[src/hw/hv_mon_map.svh]
// offsets, field positions, reset values and timing counts for the hv monitor
`ifndef HV_MON_MAP_SVH
`define HV_MON_MAP_SVH

// ---------------------------------------------------------------------------
// register selectors and resets
// ---------------------------------------------------------------------------
`define HV_SEL_LIVE_MONITOR 1'h0
`define HV_SEL_EVENT_STATUS 1'h1
`define HV_LIVE_MONITOR_RST 8'h00
`define HV_EVENT_STATUS_RST 8'h00

// ---------------------------------------------------------------------------
// live monitor bit positions
// ---------------------------------------------------------------------------
`define HV_MON_WAKE_BIT 7
`define HV_MON_THERM_BIT 6
`define HV_MON_AUX_BIT 5
`define HV_MON_BUF_BIT 4
`define HV_MON_LOWSUP_BIT 3
`define HV_MON_BUS_SC_BIT 2
`define HV_MON_AUX_SC_BIT 1
`define HV_MON_WAKE_SC_BIT 0

// ---------------------------------------------------------------------------
// event status bit positions
// ---------------------------------------------------------------------------
`define HV_STA_SUPPLY_BIT 5
`define HV_STA_WAKE_EDGE_BIT 4
`define HV_STA_THERM_BIT 3
`define HV_STA_BUS_SC_BIT 2
`define HV_STA_AUX_SC_BIT 1
`define HV_STA_WAKE_SC_BIT 0

// ---------------------------------------------------------------------------
// timing: busy time of the automatic status transfer
// ---------------------------------------------------------------------------
`define HV_CLK_PERIOD_NS 10
`define HV_XFER_TIME_US 10
`define HV_XFER_CYCLES ((`HV_XFER_TIME_US * 1000) / `HV_CLK_PERIOD_NS)
`define HV_XFER_CNT_W 10

`endif

[src/hw/hv_mon_pkg.sv]
// types for the high-voltage monitor and status register pair
package hv_mon_pkg;

  // fault and event inputs from the supervisory circuits
  typedef struct packed {
    logic thermal;
    logic bus_short;
    logic aux_short;
    logic wake_short;
    logic supply_low;
  } hv_fault_type;

  // configuration bits steering the block
  typedef struct packed {
    logic input_mode;
    logic low_flag_en;
    logic supply_mon_en;
    logic buf_en;
  } hv_cfg_type;

  // driver enables toward the pin drivers
  typedef struct packed {
    logic bus_drv;
    logic wake_drv;
    logic aux_drv;
  } hv_drv_type;

  // automatic transfer state
  typedef enum logic [1:0] {
    xfer_idle,
    xfer_busy
  } hv_xfer_type;

endpackage

[src/hw/hv_edge_detect.sv]
// edge detector for the wake and aux input lines
module hv_edge_detect (
  input wire logic clk_in,
  input wire logic nrst_in,
  input wire logic [1:0] line_in,
  output logic [1:0] edge_out
);

  logic [1:0] prev_r;

  // one stage per line, reports any change
  genvar gi;
  generate
    for (gi = 0; gi < 2; gi++) begin : g_line
      always_ff @(posedge clk_in or negedge nrst_in) begin
        if (!nrst_in) begin
          prev_r[gi] <= 1'b0;
        end else begin
          prev_r[gi] <= line_in[gi];
        end
      end
      assign edge_out[gi] = prev_r[gi] ^ line_in[gi];
    end
  endgenerate

endmodule // hv_edge_detect

[src/hw/hv_monitor_status_regs.sv]
// live monitor and event status registers of the high-voltage interface
//
// How it works
// - live monitor: 8 bits, read-only, indirect
// - monitor bit 7 follows wake line in input mode, else 0
// - monitor bit 5 follows aux line in input mode, else 0
// - monitor bit 4 shows buffer enable
// - bit 3 low-supply flag, supply loss clears
// - bits 2,1 driver shorts, re-enable clears
// - bit 0 flags wake driver short
// - status: 8 bits, records fault, supply and wake events
// - interrupt copies status into data port
// - status bit 5 unlatched supply monitor
// - status bit 4 on wake edge in input mode
// - status bit 3 thermal, monitor bit 6
// - thermal disables all three drivers
// - bus short sets bit 2, disables
// - aux short sets bit 1, read clears
// - wake short sets status bit 0
// - wake line reached only through ports
// - busy set, cleared after 10 us
// - input mode edges raise interrupt
// - re-enable bit restores drivers, self-clears
`include "hv_mon_map.svh"

module hv_monitor_status_regs
  import hv_mon_pkg::*;
(
  input wire logic clk_in,
  input wire logic nrst_in,
  input wire hv_cfg_type cfg_in,
  input wire hv_fault_type fault_in,
  input wire logic wake_line_in,
  input wire logic aux_hv_line_in,
  input wire logic core_supply_ok_in,
  input wire logic drv_reenable_in,
  input wire logic irq_enable_in,
  input wire logic rd_req_in,
  input wire logic rd_sel_in,
  output hv_drv_type drv_en_out,
  output logic [7:0] hv_data_port_out,
  output logic busy_out,
  output logic xfer_ok_out,
  output logic hv_irq_line_out,
  output logic reenable_bit_out
);

  // -------------------------------------------------------------------------
  // state
  // -------------------------------------------------------------------------
  logic [7:0] mon_r;
  logic [7:0] sta_r;
  logic [7:0] sta_nxt;
  logic lowsup_r;
  logic low_en_d_r;
  logic bus_sc_r;
  logic aux_sc_r;
  logic wake_sc_r;
  logic therm_r;
  logic [1:0] line_edge;
  logic sta_rd;
  logic event_any;
  logic [`HV_XFER_CNT_W-1:0] cnt_r;
  hv_xfer_type xfer_r;

  hv_edge_detect u_edge (
    .clk_in(clk_in),
    .nrst_in(nrst_in),
    .line_in({wake_line_in, aux_hv_line_in}),
    .edge_out(line_edge)
  );

  // status read by software, only when no transfer runs
  assign sta_rd = rd_req_in && (rd_sel_in == `HV_SEL_EVENT_STATUS)
                  && (xfer_r == xfer_idle);

  // -------------------------------------------------------------------------
  // sticky fault flags for the live monitor
  // -------------------------------------------------------------------------
  always_ff @(posedge clk_in or negedge nrst_in) begin
    if (!nrst_in) begin
      bus_sc_r <= 1'b0;
      aux_sc_r <= 1'b0;
      wake_sc_r <= 1'b0;
      therm_r <= 1'b0;
    end else begin
      // fault set wins over re-enable clear
      bus_sc_r <= fault_in.bus_short | (bus_sc_r & ~drv_reenable_in);
      aux_sc_r <= fault_in.aux_short | (aux_sc_r & ~drv_reenable_in);
      wake_sc_r <= fault_in.wake_short | (wake_sc_r & ~drv_reenable_in);
      therm_r <= fault_in.thermal | (therm_r & ~drv_reenable_in);
    end
  end

  // low-supply flag, armed on enable, dropped by supply loss
  always_ff @(posedge clk_in or negedge nrst_in) begin
    if (!nrst_in) begin
      lowsup_r <= 1'b0;
      low_en_d_r <= 1'b0;
    end else begin
      low_en_d_r <= cfg_in.low_flag_en;
      if (!cfg_in.low_flag_en) begin
        lowsup_r <= 1'b0;
      end else if (!low_en_d_r) begin
        lowsup_r <= core_supply_ok_in;
      end else if (!core_supply_ok_in) begin
        lowsup_r <= 1'b0;
      end
    end
  end

  // -------------------------------------------------------------------------
  // live monitor register
  // -------------------------------------------------------------------------
  always_ff @(posedge clk_in or negedge nrst_in) begin
    if (!nrst_in) begin
      mon_r <= `HV_LIVE_MONITOR_RST;
    end else begin
      mon_r[`HV_MON_WAKE_BIT] <= cfg_in.input_mode & wake_line_in;
      mon_r[`HV_MON_THERM_BIT] <= therm_r;
      mon_r[`HV_MON_AUX_BIT] <= cfg_in.input_mode & aux_hv_line_in;
      mon_r[`HV_MON_BUF_BIT] <= cfg_in.buf_en;
      mon_r[`HV_MON_LOWSUP_BIT] <= lowsup_r;
      mon_r[`HV_MON_BUS_SC_BIT] <= bus_sc_r;
      mon_r[`HV_MON_AUX_SC_BIT] <= aux_sc_r;
      mon_r[`HV_MON_WAKE_SC_BIT] <= wake_sc_r;
    end
  end

  // -------------------------------------------------------------------------
  // event status register
  // -------------------------------------------------------------------------
  always_comb begin
    sta_nxt = sta_r;
    if (sta_rd) begin
      sta_nxt[`HV_STA_BUS_SC_BIT] = 1'b0;
      sta_nxt[`HV_STA_AUX_SC_BIT] = 1'b0;
      sta_nxt[`HV_STA_WAKE_EDGE_BIT] = 1'b0;
      sta_nxt[`HV_STA_WAKE_SC_BIT] = 1'b0;
      sta_nxt[`HV_STA_THERM_BIT] = 1'b0;
    end
    // events set after the clear so they win
    if (cfg_in.input_mode && line_edge[1]) begin
      sta_nxt[`HV_STA_WAKE_EDGE_BIT] = 1'b1;
    end
    if (fault_in.thermal) begin
      sta_nxt[`HV_STA_THERM_BIT] = 1'b1;
    end
    if (fault_in.bus_short) begin
      sta_nxt[`HV_STA_BUS_SC_BIT] = 1'b1;
    end
    if (fault_in.aux_short) begin
      sta_nxt[`HV_STA_AUX_SC_BIT] = 1'b1;
    end
    if (fault_in.wake_short) begin
      sta_nxt[`HV_STA_WAKE_SC_BIT] = 1'b1;
    end
    // supply monitor is live, not latched
    sta_nxt[`HV_STA_SUPPLY_BIT] = cfg_in.supply_mon_en
                                  & fault_in.supply_low;
    sta_nxt[7:6] = 2'h0; // reserved
  end

  always_ff @(posedge clk_in or negedge nrst_in) begin
    if (!nrst_in) begin
      sta_r <= `HV_EVENT_STATUS_RST;
    end else begin
      sta_r <= sta_nxt;
    end
  end

  // any new event: latched bit rising, edge in input mode, supply drop
  assign event_any = (|(sta_nxt[4:0] & ~sta_r[4:0]))
                     | (cfg_in.input_mode & (|line_edge))
                     | (sta_nxt[`HV_STA_SUPPLY_BIT]
                        & ~sta_r[`HV_STA_SUPPLY_BIT]);

  // -------------------------------------------------------------------------
  // interrupt request
  // -------------------------------------------------------------------------
  always_ff @(posedge clk_in or negedge nrst_in) begin
    if (!nrst_in) begin
      hv_irq_line_out <= 1'b0;
    end else begin
      hv_irq_line_out <= irq_enable_in & event_any;
    end
  end

  // -------------------------------------------------------------------------
  // automatic transfer and busy handshake
  // -------------------------------------------------------------------------
  always_ff @(posedge clk_in or negedge nrst_in) begin
    if (!nrst_in) begin
      xfer_r <= xfer_idle;
      cnt_r <= '0;
      busy_out <= 1'b0;
      xfer_ok_out <= 1'b0;
    end else begin
      unique case (xfer_r)
        xfer_idle: begin
          if (irq_enable_in && event_any) begin
            xfer_r <= xfer_busy;
            cnt_r <= `HV_XFER_CNT_W'(`HV_XFER_CYCLES - 1);
            busy_out <= 1'b1;
            xfer_ok_out <= 1'b0;
          end
        end
        xfer_busy: begin
          if (cnt_r == '0) begin
            xfer_r <= xfer_idle;
            busy_out <= 1'b0;
            xfer_ok_out <= 1'b1;
          end else begin
            cnt_r <= cnt_r - 1'b1;
          end
        end
      endcase
    end
  end

  // data port: status snapshot on interrupt, else indirect reads
  always_ff @(posedge clk_in or negedge nrst_in) begin
    if (!nrst_in) begin
      hv_data_port_out <= 8'h00;
    end else if (xfer_r == xfer_idle && irq_enable_in && event_any) begin
      hv_data_port_out <= sta_nxt;
    end else if (rd_req_in && xfer_r == xfer_idle) begin
      hv_data_port_out <= (rd_sel_in == `HV_SEL_EVENT_STATUS) ? sta_r
                                                             : mon_r;
    end
  end

  // -------------------------------------------------------------------------
  // driver enables and self-clearing re-enable bit
  // -------------------------------------------------------------------------
  always_ff @(posedge clk_in or negedge nrst_in) begin
    if (!nrst_in) begin
      drv_en_out <= '1;
      reenable_bit_out <= 1'b0;
    end else begin
      reenable_bit_out <= drv_reenable_in;
      if (fault_in.thermal) begin
        drv_en_out <= '0;
      end else begin
        if (fault_in.bus_short) begin
          drv_en_out.bus_drv <= 1'b0;
        end else if (drv_reenable_in) begin
          drv_en_out.bus_drv <= 1'b1;
        end
        if (fault_in.aux_short) begin
          drv_en_out.aux_drv <= 1'b0;
        end else if (drv_reenable_in) begin
          drv_en_out.aux_drv <= 1'b1;
        end
        if (fault_in.wake_short) begin
          drv_en_out.wake_drv <= 1'b0;
        end else if (drv_reenable_in) begin
          drv_en_out.wake_drv <= 1'b1;
        end
      end
    end
  end

  // cycles spent busy, lets the checks bound the transfer time
  logic [`HV_XFER_CNT_W-1:0] busy_len_r;
  always_ff @(posedge clk_in or negedge nrst_in) begin
    if (!nrst_in) begin
      busy_len_r <= '0;
    end else begin
      busy_len_r <= busy_out ? busy_len_r + 1'b1 : '0;
    end
  end
endmodule // hv_monitor_status_regs

[config.mk]
export PLATFORM = sky130hd
export DESIGN_NAME = hv_monitor_status_regs
export DESIGN_NICKNAME = d
export VERILOG_FILES = /design/src/hw/hv_mon_pkg.sv /design/src/hw/hv_edge_detect.sv /design/src/hw/hv_monitor_status_regs.sv
export VERILOG_INCLUDE_DIRS = /design/src /design/src/hw
export SDC_FILE = /design/constraint.sdc
export NUM_CORES = 1
export LEC_CHECK = 0
export BUFFER_PORTS_ARGS = -buffer_cell sky130_fd_sc_hd__buf_2
export CORE_ASPECT_RATIO = 0.5
export CORE_MARGIN = 1.5
export CORE_UTILIZATION = 55
export CTS_CLUSTER_DIAMETER = 120
export DETAILED_ROUTE_END_ITERATION = 10
export GPL_TIMING_DRIVEN = 0
export PLACE_DENSITY = 0.78
export SLEW_MARGIN = 15
export SYNTH_ARGS = -nofsm -noshare
export SYNTH_HDL_FRONTEND = slang
export SYNTH_HIERARCHICAL = 1
export SYNTH_SLANG_ARGS = --single-unit
[constraint.sdc]
create_clock -name clk_in -period 3.95 [get_ports clk_in]
set_input_delay 0.1975 -clock clk_in [delete_from_list [all_inputs] [get_ports clk_in]]
set_output_delay 0.1975 -clock clk_in [all_outputs]
set_load 0.03 [all_outputs]
## Word level (Yosys, flattened, before mapping)

Cells that the tools add are included.

- Add/sub/neg operators: 1
- Multipliers: 0
- Divide/modulo/power cells: 0
- $lt $le $gt $ge: 0
- Equal/unequal tests: 5
- Shift operators: 0
- Multiplexer cells: 29
- Bitwise gates (word level): 22
- Reduce and logical (&&, ||, !) cells: 17

Operators by type and width:

| cell | number |
|---|---|
| two-way mux 8 bit | 3 |
| two-way mux 10 bit | 2 |
| one-hot mux 10 bit (2 select lines) | 1 |
| two-way mux 1 bit | 16 |
| AND 1 bit | 10 |
| zero test 10 bit | 1 |
| subtractor 10 x 1 -> 10 bit, second input constant | 1 |
| nonzero test 3 bit | 3 |
| logical AND 1 bit | 7 |
| bitwise OR 1 bit | 6 |
| AND 5 bit | 1 |
| two-way mux 5 bit | 1 |
| NOT 5 bit | 1 |
| OR reduction 5 bit | 1 |
| two-way mux 2 bit | 2 |
| != test 2 bit, second input constant | 2 |
| one-hot mux 1 bit (2 select lines) | 2 |
| one-hot mux 2 bit (2 select lines) | 1 |
| AND reduction 2 bit | 2 |
| two-way mux 3 bit | 1 |
| != test 3 bit, second input constant | 1 |
| equality test 2 x 1 -> 1 bit, second input constant | 1 |
| zero test 2 bit | 1 |
| != test 2 x 1 -> 1 bit, second input constant | 1 |
| other kinds (4) | 6 |

- Register bits: 49
- Bits in latches: 0
- RAM bits: 0
- Bits in read-only memories: 0
- Input port bits: 18
- Memories kept: 0

## Logic depth before layout (Yosys ltp)

- Word-level depth: 11
- Mapped depth: 8
- Depth with buffers taken out: 7

## Modules after synthesis

The synthesis kept the hierarchy.

By module, submodules not included:

| module | times used | cells each | area each (µm²) |
|---|---|---|---|
| hv_monitor_status_regs | 1 | 173 | 1945.6 |
| hv_edge_detect | 1 | 4 | 67.6 |

## Worst setup path after synthesis

Ideal clock, no wire load.

- Kind: flip-flop to flip-flop
- From: reg cnt_r[0]
- To: reg cnt_r[5]
- Setup time: 138 ps
- Arrival: 1537 ps
- Required time: 3812 ps
- Slack: 2276 ps
- Cell stages (with the launch flop): 9
- Path buffers: 1
- Clock period less this slack: 1674 ps
- Path through: dfrtp_1 inv_1 ha_1 and2b_2 nand4_1 and2_1 buf_2 or2_1 a2bb2oi_1

- Word-level cells in the longest chain between the ends: 3
- Elaborated cells between the ends (all ways): 6
- Classes of those cells: add/sub: 1; eq/ne: 1; mux: 2; reduce/logical: 2

Ends and longest elaborated chain:

| item | line | source |
|---|---|---|
| from (decl) | hv_monitor_status_regs.sv:63 | `` logic [`HV_XFER_CNT_W-1:0] cnt_r; `` |
| from (signal assigned) | hv_monitor_status_regs.sv:203 | `` cnt_r <= `HV_XFER_CNT_W'(`HV_XFER_CYCLES - 1); `` |
| from (signal assigned) | hv_monitor_status_regs.sv:214 | `cnt_r <= cnt_r - 1'b1;` |
| subtractor 10 x 1 -> 10 bit / zero test 10 bit (equally long branches) | hv_monitor_status_regs.sv:214, hv_monitor_status_regs.sv:209 |  |
| two-way mux 10 bit / != test 2 bit (equally long branches) | - |  |
| one-hot mux 10 bit (2 select lines) / AND reduction 2 bit (equally long branches) | - |  |

Several ways; a longest one is shown, not always the timed one. The select of a mux whose other input is x is not followed.
A chain may end at the register's enable or synchronous reset.

## Worst setup path in the final report

- From: reg u_edge.prev_r[1]
- To: reg hv_data_port_out[3]

- Word-level cells in the longest chain between the ends: 9
- Elaborated cells between the ends (all ways): 12
- Classes of those cells: mux: 2; bitwise: 5; reduce/logical: 5

Ends and longest elaborated chain:

| item | line | source |
|---|---|---|
| from (decl) | hv_edge_detect.sv:9 | `logic [1:0] prev_r;` |
| from (signal, indexed assignment) | hv_edge_detect.sv:19 | `prev_r[gi] <= line_in[gi];` |
| XOR 1 bit (*) | hv_edge_detect.sv:22 | `assign edge_out[gi] = prev_r[gi] ^ line_in[gi];` |
| named net line_edge[1] | hv_monitor_status_regs.sv:60 | `logic [1:0] line_edge;` |
| logical AND 1 bit | hv_monitor_status_regs.sv:143 | `if (cfg_in.input_mode && line_edge[1]) begin` |
| two-way mux 1 bit | hv_monitor_status_regs.sv:143 |  |
| AND 5 bit | hv_monitor_status_regs.sv:173 | `assign event_any = (\|(sta_nxt[4:0] & ~sta_r[4:0]))` |
| OR reduction 5 bit | hv_monitor_status_regs.sv:173 |  |
| bitwise OR 1 bit (*) | hv_monitor_status_regs.sv:174 | `\| (cfg_in.input_mode & (\|line_edge))` |
| bitwise OR 1 bit (*) | hv_monitor_status_regs.sv:173 |  |
| logical AND 1 bit (*) | hv_monitor_status_regs.sv:225 | `end else if (xfer_r == xfer_idle && irq_enable_in && event_any) begin` |
| two-way mux 8 bit / nonzero test 2 bit (equally long branches) | - |  |
| to (signal assigned) | hv_monitor_status_regs.sv:226 | `hv_data_port_out <= sta_nxt;` |
| to (signal assigned) | hv_monitor_status_regs.sv:228 | `` hv_data_port_out <= (rd_sel_in == `HV_SEL_EVENT_STATUS) ? sta_r `` |
| to (decl) | hv_monitor_status_regs.sv:41 | `output logic [7:0] hv_data_port_out,` |

The timed path passes the listed nets; every way through them passes the cells marked *.

==> flow_summary.yaml <==
status:
  outcome: "finished clean"
place:
  port-buffer-count: 31
  pre_cts_slack_ns: 1.96
  place_inst: 259
  hpwl_mm: 2.83
  detailed_place.area_um2: 2230
  gp_congestion: 0.865
clocking:
  clock_latency_ns: 0.29
  ctsHtreeMaxLevel: 2
  clk_path_buf_depth: 2
  cts_buffers: 5
  cts_tree: "yes"
  post_cts_buffers: 0
  clock-root-buffer: "clkbuf_8"
  cts_hold_buf: 1
  clkSinkCount: 47
  clk_pin_slew_ns: 0.08
  cts_resized: 0
flow_run:
  drv_cap: 0
global_routing:
  grt_pass1_vias: 1332
  antenna_found_initial: 0
  overflow: 0
  grt_first_pass_wirelength_mm: 6.05
  grt_max_degree: 48
  grt_usage_pct: 21.2
synthesis:
  synth.avg_cell_area_um2: 11.4
  yosysUniqueCellTypes: 41
  synth_seq_cells: 47
  synth_enable_flop_cells: 0
  yosysSeqAreaShare_pct: 58.6
  synth-async-reset-ratio_pct: 100
  synth_commonest_cells: "dfrtp_1 (44), nand2_1 (14), a21oi_1 (10)"
  synth_top_area_share_pct: 54.7
  yosys_warnings: 6
  ys.flop_type: "dfrtp_1"
  yosysTopAreaCell: "dfrtp_1"
  synth_area_leaders: "dfrtp_1 (55%), mux2i_1 (4.0%), dfstp_2 (3.9%), a21o_1 (3.0%), mux2_2 (2.8%)"
  synth.most_common_cell: "dfrtp_1"
  netlist_instances: 177
  synth_area_um2: 2010
  syn_nets: 197
worst_setup_path:
  startpoint_type: "flop"
  crit_chain: "xor2_1 > o21ai_0 > o21a_1 > a21oi_1 > buf_2 > mux2_2"
  endpoint_kind: "flop"
  max_stage_delay_ns: 0.38
  worstReg2RegStart: "u_edge/prev_r[1]$_DFF_PN0_"
  slowest_stage: "dfrtp_1"
  r2r-end: "hv_data_port_out[3]$_DFFE_PN0P_"
  required_ns: 4.13
  cp_max_fo: 10
  r2r_cells: 6
  crit_type: "flop to flop"
  critPathArrivalTime_ns: 2.15
  worst-r2r-setup-slack_ns: 1.97
drt:
  first_pass_iters: 4
  ant_nets: 0
  drc_errors: 0
  wl_mm: 3.91
  routed-via-count: 1440
  wl_per_cell_um: 14.5
  drtIter0Drc: 73
  viasPerCell: 5.35
die:
  chipHeight_um: 45.8
  die-area_um2: 4050
  rows: 15
  ios: 33
  core-area_um2: 3470
  die_w_um: 88.6
  start_util_pct: 58.0
sta:
  hold_viol: 0
  setup_ws_ns: 1.97
  fin_skew_ns: 0.00614
  slew_violations: 0
  slew_headroom_pct: 33.0
  fin_crit_sh_pct: 50.0
  rsz0062_at_grt: "false"
  setup_viol: 0
  whs_ns: 0.0367
  tightest_slew_ns: 1.01
  tns_ns: 0
  max_freq_ghz: 0.506
  fin_crit_ns: 1.98
min_path:
  hold-path-cell-count: 1
  hold_end: "u_edge/prev_r[1]$_DFF_PN0_"
  min_from: "wake_line_in"
  holdCritPathClass: "input pin to flop"
layout:
  instances_no_fill: 269
  drive_gt1_share_pct: 26.6
  n_antenna_cell: 0
  layout.nets: 237
  area_delta_synth_final_pct: 16.4
  fin_util_pct: 67.5
  final_area_um2: 2340
power_and_ir_drop:
  powerDensity_nw_per_um2: 575
  leakage_nw: 1.07
  power_mw: 1.35
  vdd_drop_max_v: 0.000274
## cell type report
| type | count | area (µm²) |
|---|---|---|
| plain buffers | 6 | 26.3 |
| clock buffers | 7 | 86.3 |
| clock inverters | 1 | 5.00 |
| fillers | 293 | 1130 |
| inverters | 9 | 33.8 |
| multi-input cells | 115 | 773 |
| flip-flops and latches | 47 | 1180 |
| well taps | 51 | 63.8 |
| repair buffers | 33 | 175 |
## critical path, delay by kind of cell, from the launching register on
kind,cells,cell delay (ns)
buf+inv,1,0.33
compound gates,3,0.61
flops,1,0.38
mux,1,0.37
xor+xnor,1,0.16
## registers in the layout, indices dropped and copies added, names as in the netlist, 2 cells and up
signal / flops
u_edge/prev_r: 2
drv_en_out: 3
hv_data_port_out: 8
cnt_r: 10
sta_r: 6
mon_r: 8
## report_power, final
part	total [mW]	internal [mW]	leakage (nW)	switching [mW]
Clock	0.288	0.141	0.0482	0.147
Combinational	0.404	0.160	0.499	0.244
Sequential	0.657	0.577	0.522	0.0796
## per-layer routing
layer	track usage, %	routed length (µm)	up-vias
met2	35.3	1920	31
met4	10.3	85	0
met1	25.9	1740	705
met5	0	0	-
met3	6.52	163	12
li1	-	-	692
## logic make-up (layout without fill, tap and decap cells)
| logic type | count (synthesis) | in the layout | share of synthesized area (%) |
|---|---|---|---|
| AO/OA/AOI/OAI | 38 | 38 | 13.2 |
| flip-flops | 47 | 47 | 58.6 |
| XOR/XNOR | 3 | 3 | 1.31 |
| AND/OR/NAND/NOR | 59 | 59 | 15.9 |
| adder cells (fa/ha/maj) | 2 | 2 | 1.24 |
| buffers and inverters | 15 | 56 | 2.98 |
| multiplexers | 13 | 13 | 6.77 |
## layout by cell type (no fill, tap or decap), types with 3 or more instances in the layout
| cell | instances |
|---|---|
| nand3_1 | 5 |
| and2_1 | 3 |
| nor2b_1 | 3 |
| nor3_1 | 8 |
| clkbuf_1 | 4 |
| dfstp_2 | 3 |
| nand2b_1 | 3 |
| mux2_2 | 5 |
| o21ai_0 | 9 |
| clkbuf_8 | 6 |
| a21o_1 | 8 |
| dfrtp_1 | 44 |
| nor2_1 | 8 |
| buf_2 | 34 |
| nand2_1 | 14 |
| a21oi_1 | 10 |
| inv_1 | 9 |
| mux2i_1 | 8 |
## worst max path at each step
stage | startpoint | endpoint
after global routing | u_edge/prev_r[1]$_DFF_PN0_ | hv_data_port_out[4]$_DFFE_PN0P_
after detailed placement | u_edge/prev_r[1]$_DFF_PN0_ | hv_data_port_out[3]$_DFFE_PN0P_
final | u_edge/prev_r[1]$_DFF_PN0_ | hv_data_port_out[3]$_DFFE_PN0P_
after CTS | u_edge/prev_r[1]$_DFF_PN0_ | hv_data_port_out[3]$_DFFE_PN0P_
after floorplan | cnt_r[0]$_DFFE_PN0P_ | cnt_r[5]$_DFFE_PN0P_
after global placement | u_edge/prev_r[1]$_DFF_PN0_ | hv_data_port_out[4]$_DFFE_PN0P_
No activity file was read; power rests on OpenSTA's default activity.
